## config.mk

```make
export PLATFORM = sky130hd
export DESIGN_NAME = mrm_regs
export DESIGN_NICKNAME = d
export VERILOG_FILES = /design/src/rtl/mrm_pkg.sv /design/src/rtl/mrm_sticky_bits.sv /design/src/rtl/mrm_irq_pin.sv /design/src/rtl/mrm_regs.sv
export SDC_FILE = /design/constraint.sdc
export NUM_CORES = 1
export LEC_CHECK = 0
export BUFFER_PORTS_ARGS = -buffer_cell sky130_fd_sc_hd__buf_4
export CAP_MARGIN = 0
export CORE_UTILIZATION = 50
export CTS_BUF_LIST = sky130_fd_sc_hd__clkbuf_2
export CTS_CLUSTER_DIAMETER = 100
export CTS_CLUSTER_SIZE = 25
export DETAILED_ROUTE_END_ITERATION = 7
export PLACE_DENSITY = 0.86
export SYNTH_ARGS = -nofsm -noshare
export SYNTH_HDL_FRONTEND = slang
export SYNTH_SLANG_ARGS = --single-unit
```

## constraint.sdc

```tcl
create_clock -name i_ref_clk -period 1.05 [get_ports i_ref_clk]
set_input_delay 0.21 -clock i_ref_clk [delete_from_list [all_inputs] [get_ports i_ref_clk]]
set_output_delay 0.21 -clock i_ref_clk [all_outputs]
set_load 0.005 [all_outputs]
```

## src/rtl/mrm_pkg.sv

```systemverilog
package mrm_pkg;

    ////////////////////////////////////////////////////////////////////////////////
    // widths
    localparam int MRM_DATA_W = 8;
    localparam int MRM_ADDR_W = 8;

    ////////////////////////////////////////////////////////////////////////////////
    // register offsets
    localparam logic [7:0] MRM_ADDR_MAKER_ID = 8'h3e;
    localparam logic [7:0] MRM_ADDR_VERSION = 8'h3f;
    localparam logic [7:0] MRM_ADDR_CONFIG = 8'h40;
    localparam logic [7:0] MRM_ADDR_STATUS = 8'h41;
    localparam logic [7:0] MRM_ADDR_RSVD_A = 8'h42;
    localparam logic [7:0] MRM_ADDR_MASK = 8'h43;
    localparam logic [7:0] MRM_ADDR_RSVD_B = 8'h44;
    localparam logic [7:0] MRM_ADDR_RSVD_C = 8'h47;
    localparam logic [7:0] MRM_ADDR_RSVD_D = 8'h4a;
    localparam logic [7:0] MRM_ADDR_STATUS_COPY = 8'h4c;

    ////////////////////////////////////////////////////////////////////////////////
    // configuration field positions
    localparam int MRM_CFG_START_BIT = 0;
    localparam int MRM_CFG_INT_EN_BIT = 1;
    localparam int MRM_CFG_INT_CLR_BIT = 2;
    localparam int MRM_CFG_LOCK_BIT = 3;
    localparam int MRM_CFG_SOFT_RST_BIT = 4;

    // version field positions
    localparam int MRM_VER_STEP_LSB = 0;
    localparam int MRM_VER_CODE_LSB = 4;

    ////////////////////////////////////////////////////////////////////////////////
    // values after reset
    localparam logic [7:0] MRM_CONFIG_RESET = 8'h25;
    localparam logic [7:0] MRM_STATUS_RESET = 8'h00;
    localparam logic [7:0] MRM_MASK_RESET = 8'h00;
    localparam logic [7:0] MRM_STATUS_COPY_RESET = 8'h00;
    localparam logic [7:0] MRM_RDATA_RESET = 8'h00;
    localparam logic [7:0] MRM_ZERO_BYTE = 8'h00;
    localparam logic [7:0] MRM_ALL_ONES = 8'hff;

    ////////////////////////////////////////////////////////////////////////////////
    // state types
    typedef struct packed {
        logic [7:0] config_bits;
        logic [7:0] mask_bits;
        logic [7:0] rdata;
        logic rvalid;
    } mrm_regs_type;

    typedef struct packed {
        logic [7:0] bits;
    } mrm_sticky_type;

    typedef struct packed {
        logic int_b;
    } mrm_pin_type;

endpackage

```

## src/rtl/mrm_sticky_bits.sv

```systemverilog
`timescale 1ns/10ps

module mrm_sticky_bits import mrm_pkg::*; #(
    parameter logic [7:0] RESET_VALUE = 8'h00
) (
    input wire logic i_ref_clk,
    input wire logic i_rst_b,
    input wire logic [7:0] i_set,
    input wire logic [7:0] i_clr,
    output logic [7:0] o_bits
);

    mrm_sticky_type state_q;
    mrm_sticky_type state_d;

    ////////////////////////////////////////////////////////////////////////////////
    // set wins over clear
    always_comb begin
        state_d = state_q;
        state_d.bits = (state_q.bits & ~i_clr) | i_set;
    end

    always_ff @(posedge i_ref_clk or negedge i_rst_b) begin
        if (!i_rst_b) begin
            state_q.bits <= RESET_VALUE;
        end else begin
            state_q <= state_d;
        end
    end

    assign o_bits = state_q.bits;

endmodule

```

## src/rtl/mrm_irq_pin.sv

```systemverilog
`timescale 1ns/10ps

module mrm_irq_pin import mrm_pkg::*; (
    input wire logic i_ref_clk,
    input wire logic i_rst_b,
    input wire logic i_enable,
    input wire logic i_clear,
    input wire logic i_pending,
    output logic o_int_b
);

    mrm_pin_type state_q;
    mrm_pin_type state_d;

    ////////////////////////////////////////////////////////////////////////////////
    // pin drive
    always_comb begin
        state_d = state_q;
        state_d.int_b = ~(i_enable & ~i_clear & i_pending);
    end

    always_ff @(posedge i_ref_clk or negedge i_rst_b) begin
        if (!i_rst_b) begin
            state_q.int_b <= 1'b1;
        end else begin
            state_q <= state_d;
        end
    end

    assign o_int_b = state_q.int_b;

endmodule

```

## src/rtl/mrm_regs.sv

```systemverilog
`timescale 1ns/10ps

// What this block does
// - interrupt pin stays inactive after power-up until software enables it
// - enable set but clear set: events recorded, pin does not toggle
// - maker identification byte at 0x3E is read only, writes ignored
// - register 0x3F returns stepping number in bits 3 to 0
// - register 0x3F bits 7 to 4 return fixed product version code
// - configuration register loads 0010 0101 at power-on reset
// - interrupt status register at 0x41 resets to zero
// - interrupt mask register at 0x43 resets to zero, all unmasked
// - status mirror register at 0x4C resets to zero
// - 0x42, 0x44, 0x47, 0x4A reserved, no function implemented there
// - pin active only while enable bit one and clear bit zero
module mrm_regs import mrm_pkg::*; #(
    // arbitrary neutral identity values
    parameter logic [7:0] MAKER_ID = 8'h5a,
    parameter logic [3:0] VERSION_CODE = 4'h3,
    parameter logic [3:0] STEPPING = 4'h0
) (
    input wire logic i_ref_clk,
    input wire logic i_rst_b,
    input wire logic [7:0] i_reg_addr,
    input wire logic i_reg_wr,
    input wire logic [7:0] i_reg_wdata,
    input wire logic i_reg_rd,
    output logic [7:0] o_reg_rdata,
    output logic o_reg_rvalid,
    input wire logic [7:0] i_irq_event,
    output logic o_int_b,
    output logic o_start,
    output logic o_trip_lock,
    output logic [7:0] o_irq_status
);

    ////////////////////////////////////////////////////////////////////////////////
    // state and wires
    mrm_regs_type state_q;
    mrm_regs_type state_d;

    logic [7:0] status_bits;
    logic [7:0] status_copy_bits;
    logic [7:0] status_clr;
    logic [7:0] status_copy_clr;
    logic [7:0] version_byte;
    logic [7:0] read_value;
    logic hit_maker_id;
    logic hit_version;
    logic hit_config;
    logic hit_status;
    logic hit_mask;
    logic hit_status_copy;
    logic hit_reserved;
    logic wr_config;
    logic wr_mask;
    logic soft_reset;
    logic irq_pending;

    ////////////////////////////////////////////////////////////////////////////////
    // address decode
    always_comb begin
        hit_maker_id = 1'b0;
        hit_version = 1'b0;
        hit_config = 1'b0;
        hit_status = 1'b0;
        hit_mask = 1'b0;
        hit_status_copy = 1'b0;
        hit_reserved = 1'b0;
        case (i_reg_addr)
            MRM_ADDR_MAKER_ID: begin
                hit_maker_id = 1'b1;
            end
            MRM_ADDR_VERSION: begin
                hit_version = 1'b1;
            end
            MRM_ADDR_CONFIG: begin
                hit_config = 1'b1;
            end
            MRM_ADDR_STATUS: begin
                hit_status = 1'b1;
            end
            MRM_ADDR_MASK: begin
                hit_mask = 1'b1;
            end
            MRM_ADDR_STATUS_COPY: begin
                hit_status_copy = 1'b1;
            end
            MRM_ADDR_RSVD_A, MRM_ADDR_RSVD_B, MRM_ADDR_RSVD_C, MRM_ADDR_RSVD_D: begin
                hit_reserved = 1'b1;
            end
            default: begin
                hit_reserved = 1'b0;
            end
        endcase
    end

    ////////////////////////////////////////////////////////////////////////////////
    // write strobes
    always_comb begin
        wr_config = i_reg_wr & hit_config;
        wr_mask = i_reg_wr & hit_mask;
        soft_reset = wr_config & i_reg_wdata[MRM_CFG_SOFT_RST_BIT];
    end

    ////////////////////////////////////////////////////////////////////////////////
    // read data
    always_comb begin
        version_byte = {VERSION_CODE, STEPPING};
        read_value = MRM_ZERO_BYTE;
        if (hit_maker_id) begin
            read_value = MAKER_ID;
        end else if (hit_version) begin
            read_value = version_byte;
        end else if (hit_config) begin
            read_value = state_q.config_bits;
        end else if (hit_status) begin
            read_value = status_bits;
        end else if (hit_mask) begin
            read_value = state_q.mask_bits;
        end else if (hit_status_copy) begin
            read_value = status_copy_bits;
        end else begin
            read_value = MRM_ZERO_BYTE;
        end
    end

    ////////////////////////////////////////////////////////////////////////////////
    // status clears
    always_comb begin
        status_clr = MRM_ZERO_BYTE;
        status_copy_clr = MRM_ZERO_BYTE;
        if (soft_reset) begin
            status_clr = MRM_ALL_ONES;
            status_copy_clr = MRM_ALL_ONES;
        end else begin
            if (i_reg_rd && hit_status) begin
                status_clr = MRM_ALL_ONES;
            end
            if (i_reg_rd && hit_status_copy) begin
                status_copy_clr = MRM_ALL_ONES;
            end
        end
    end

    ////////////////////////////////////////////////////////////////////////////////
    // next state
    always_comb begin
        state_d = state_q;
        state_d.rvalid = i_reg_rd;
        if (i_reg_rd) begin
            state_d.rdata = read_value;
        end
        if (soft_reset) begin
            // back to power-on values, soft reset bit self-clears
            state_d.config_bits = MRM_CONFIG_RESET;
            state_d.mask_bits = MRM_MASK_RESET;
        end else begin
            if (wr_config) begin
                state_d.config_bits = i_reg_wdata;
                state_d.config_bits[MRM_CFG_LOCK_BIT] =
                    i_reg_wdata[MRM_CFG_LOCK_BIT] | state_q.config_bits[MRM_CFG_LOCK_BIT];
                state_d.config_bits[MRM_CFG_SOFT_RST_BIT] = 1'b0;
            end
            if (wr_mask) begin
                state_d.mask_bits = i_reg_wdata;
            end
        end
    end

    ////////////////////////////////////////////////////////////////////////////////
    // registers
    always_ff @(posedge i_ref_clk or negedge i_rst_b) begin
        if (!i_rst_b) begin
            state_q.config_bits <= MRM_CONFIG_RESET;
            state_q.mask_bits <= MRM_MASK_RESET;
            state_q.rdata <= MRM_RDATA_RESET;
            state_q.rvalid <= 1'b0;
        end else begin
            state_q <= state_d;
        end
    end

    ////////////////////////////////////////////////////////////////////////////////
    // status and mirror
    // status cleared at reset
    mrm_sticky_bits #(
        .RESET_VALUE(MRM_STATUS_RESET)
    ) u_status (
        .i_ref_clk(i_ref_clk),
        .i_rst_b(i_rst_b),
        .i_set(i_irq_event),
        .i_clr(status_clr),
        .o_bits(status_bits)
    );

    mrm_sticky_bits #(
        .RESET_VALUE(MRM_STATUS_COPY_RESET)
    ) u_status_copy (
        .i_ref_clk(i_ref_clk),
        .i_rst_b(i_rst_b),
        .i_set(i_irq_event),
        .i_clr(status_copy_clr),
        .o_bits(status_copy_bits)
    );

    ////////////////////////////////////////////////////////////////////////////////
    // interrupt pin
    always_comb begin
        irq_pending = |(status_bits & ~state_q.mask_bits);
    end

    mrm_irq_pin u_irq_pin (
        .i_ref_clk(i_ref_clk),
        .i_rst_b(i_rst_b),
        .i_enable(state_q.config_bits[MRM_CFG_INT_EN_BIT]),
        .i_clear(state_q.config_bits[MRM_CFG_INT_CLR_BIT]),
        .i_pending(irq_pending),
        .o_int_b(o_int_b)
    );

    ////////////////////////////////////////////////////////////////////////////////
    // outputs
    assign o_reg_rdata = state_q.rdata;
    assign o_reg_rvalid = state_q.rvalid;
    assign o_start = state_q.config_bits[MRM_CFG_START_BIT];
    assign o_trip_lock = state_q.config_bits[MRM_CFG_LOCK_BIT];
    assign o_irq_status = status_bits;

endmodule

```

==> flow_metrics.env <==
export IMPL_ys_ff_latch=41
export IMPL_fin_ws_ns=-0.295
export IMPL_vias=2364
export IMPL_ff2ff_path_depth=4
export IMPL_synth_edf_count=0
export IMPL_grt_ovfl_total=0
export IMPL_cts_tree="built"
export IMPL_boundaryPins=48
export IMPL_viasPerCell=6.41
export IMPL_violations="negative setup slack"
export IMPL_synthTopCellsByArea="dfrtp_1 (45%), a21o_1 (6.2%), dfstp_2 (5.1%)"
export IMPL_hold_end="state_q[23]"
export IMPL_rsz0062_at_grt="true"
export IMPL_p_leak_nw=1.57
export IMPL_ir_drop_uv=784
export IMPL_ys_seq_area_frac=0.497
export IMPL_drt_first_pass_iters=6
export IMPL_grt_pass1_vias=2197
export IMPL_drc_errors=0
export IMPL_synthFlopType="dfrtp_1"
export IMPL_core_sq_um=4000
export IMPL_regToRegStartpoint="state_q[18]"
export IMPL_synth_top_cell_area_share=0.446
export IMPL_post_dp_hpwl_microns=4220
export IMPL_hold_violations=0
export IMPL_ctsLongestPathBuffers=2
export IMPL_critPathLaunchType="flop"
export IMPL_syn_nets=242
export IMPL_fin_crit_sh=1.28
export IMPL_netlist_instances=214
export IMPL_track_usage=0.350
export IMPL_area_growth_pct=62.3
export IMPL_setup_tns_final_ns=-5.46
export IMPL_drive_above_1_share=0.505
export IMPL_whs_path_depth=3
export IMPL_die_width_microns=66.4
export IMPL_cp_max_fo=2
export IMPL_grt_pass1_wl_microns=11000
export IMPL_wl_microns=7770
export IMPL_clock_sinks=41
export IMPL_async_flop_share=1.00
export IMPL_arrival_ns=1.14
export IMPL_root_buffer="clkbuf_2"
export IMPL_outcome="finished, violations left"
export IMPL_wire_per_inst_microns=21.1
export IMPL_ant_nets=0
export IMPL_ff2ff_setup_slack_ns=-0.24
export IMPL_hold_start="i_reg_wdata[6]"
export IMPL_synth_area_sq_um=2070
export IMPL_worstMarginPinSlew_ns=0.528
export IMPL_place_congestion=0.946
export IMPL_finalClockSkew_ns=0.0206
export IMPL_hold_path_class="input pin to flop"
export IMPL_dieArea_sq_um=4410
export IMPL_max_slew_margin=0.648
export IMPL_postSynthAreaPerCell_sq_um=9.69
export IMPL_numCtsBuffers=5
export IMPL_required_ns=0.84
export IMPL_grt_max_degree=42
export IMPL_maxCapViolCount=0
export IMPL_htree_num_levels=2
export IMPL_r2r_end="o_reg_rdata[1]"
export IMPL_diodes=0
export IMPL_rows=23
export IMPL_path_clk_slew_ns=0.19
export IMPL_start_util=0.519
export IMPL_synth_distinct_cells=39
export IMPL_finalNetCount=346
export IMPL_yosysTopAreaCell="dfrtp_1"
export IMPL_worstSetupPathType="flop to output pin"
export IMPL_end_kind="output pin"
export IMPL_max_freq_ghz=0.743
export IMPL_final_util=0.842
export IMPL_setup_violations=37
export IMPL_finalMaxSlewViolations=0
export IMPL_clock_latency_ns=0.43
export IMPL_io_buffers=47
export IMPL_die_h_microns=66.4
export IMPL_grt_antenna_before_repair=0
export IMPL_ys_warn_count=0
export IMPL_power_density_nw_per_um2=886
export IMPL_min_period_ns=1.35
export IMPL_drtIter0Drc=243
final cells by class:
cell class	count	area, sq um
Timing Repair Buffer	115	1050
Inverter	15	61.3
Fill cell	188	633
Clock buffer	7	35.0
Clock inverter	1	3.75
Multi-Input combinational cell	140	1120
Sequential cell	41	1030
Tap cell	50	62.6
stage by stage:
step                setup slack (ns)  hold slack, ns  instance area, sq um  cells  power, mW
floorplan                     -0.289         -0.0856                  2210    214       1.90
global placement              -0.490           0.215                  2750    327       2.13
detailed placement            -0.545           0.221                  2750    327       2.14
CTS                           -0.256          0.0298                  3220    362       2.90
global route                  -0.341         -0.0151                  3370    369       3.07
finish                        -0.295          0.0292                  3370    369       2.98
cells by family after synthesis:
logic type / after synthesis / synth area share
AO/OA/AOI/OAI: 60 / 0.200
buffers and inverters: 33 / 0.0766
flip-flops: 41 / 0.497
multiplexers: 8 / 0.0386
AND/OR/NAND/NOR: 72 / 0.188
state kept, by name, summed over array words and instances (netlist names):
name and flops:
state_q 13, o_reg_rdata 8, u_irq_pin.o_int_b 1, o_start 1, u_status.o_bits 8, o_trip_lock 1, o_reg_rvalid 1, u_status_copy.o_bits 8
Yosys cell counts, types with 4 or more instances:
master and instances:
a21o_1 17, buf_4 8, a21oi_1 5, dfstp_2 4, nor2b_1 6, clkbuf_1 5
nand3_1 10, inv_1 15, buf_2 4, a22oi_1 4, o22ai_1 4, dfrtp_1 37
nand2_1 17, nor2_1 19, o21ai_0 14, mux2i_1 8
routing by layer:
metal | global-route usage | up-vias | routed length (microns)
met5 | 0 | - | 0
met4 | 0.234 | 0 | 494
met3 | 0.0828 | 58 | 804
li1 | - | 969 | -
met1 | 0.396 | 1141 | 2720
met2 | 0.580 | 196 | 3750
critical path: stages (launching register included):
cell and delay (ns):
dfrtp_1 0.47, buf_6 0.15, buf_6 0.10
where the power goes:
| group | switching [mW] | leakage [nW] | internal, mW |
|---|---|---|---|
| Clock | 0.532 | 0.0306 | 0.178 |
| Combinational | 0.299 | 1.08 | 0.300 |
| Sequential | 0.0431 | 0.465 | 1.63 |
| Total | 0.874 | 1.57 | 2.11 |
layout by cell type (no fill, tap or decap), types with 3 or more instances in the layout:
master / count
clkbuf_2: 7
nor2b_4: 3
o32ai_2: 3
o21ai_1: 9
nand3_1: 9
buf_6: 38
nor2_1: 16
nand4b_1: 3
o22a_1: 3
inv_1: 10
a22oi_2: 4
dlygate4sd3_1: 9
nand2_1: 17
mux2i_1: 8
dfstp_2: 4
nor2_2: 3
buf_4: 66
a21o_1: 17
dfrtp_1: 36
inv_2: 3
o21ai_2: 3
nor2b_1: 3
timing repair:
item                                   4_1_cts  5_1_grt
endpoints found under the hold margin       53        0
gates resized for setup                     52       26
pin swaps                                   14        9
setup endpoints to repair                   27       39
hold buffers                                 9        0
setup buffers                               18        8
how the worst max path moves through the flow:
stage                       startpoint  slack [ns]               to  cells past startpoint
floorplan                i_reg_addr[4]       -0.29      state_q[10]                      4
global placement         i_reg_addr[4]       -0.49   o_reg_rdata[3]                      4
detailed placement       i_reg_addr[4]       -0.55   o_reg_rdata[3]                      4
CTS                 u_status.o_bits[3]       -0.26  o_irq_status[3]                      2
global route               o_trip_lock       -0.34      o_trip_lock                      2
finish                     o_trip_lock       -0.30      o_trip_lock                      2
No activity file was read; power rests on OpenSTA's default activity.
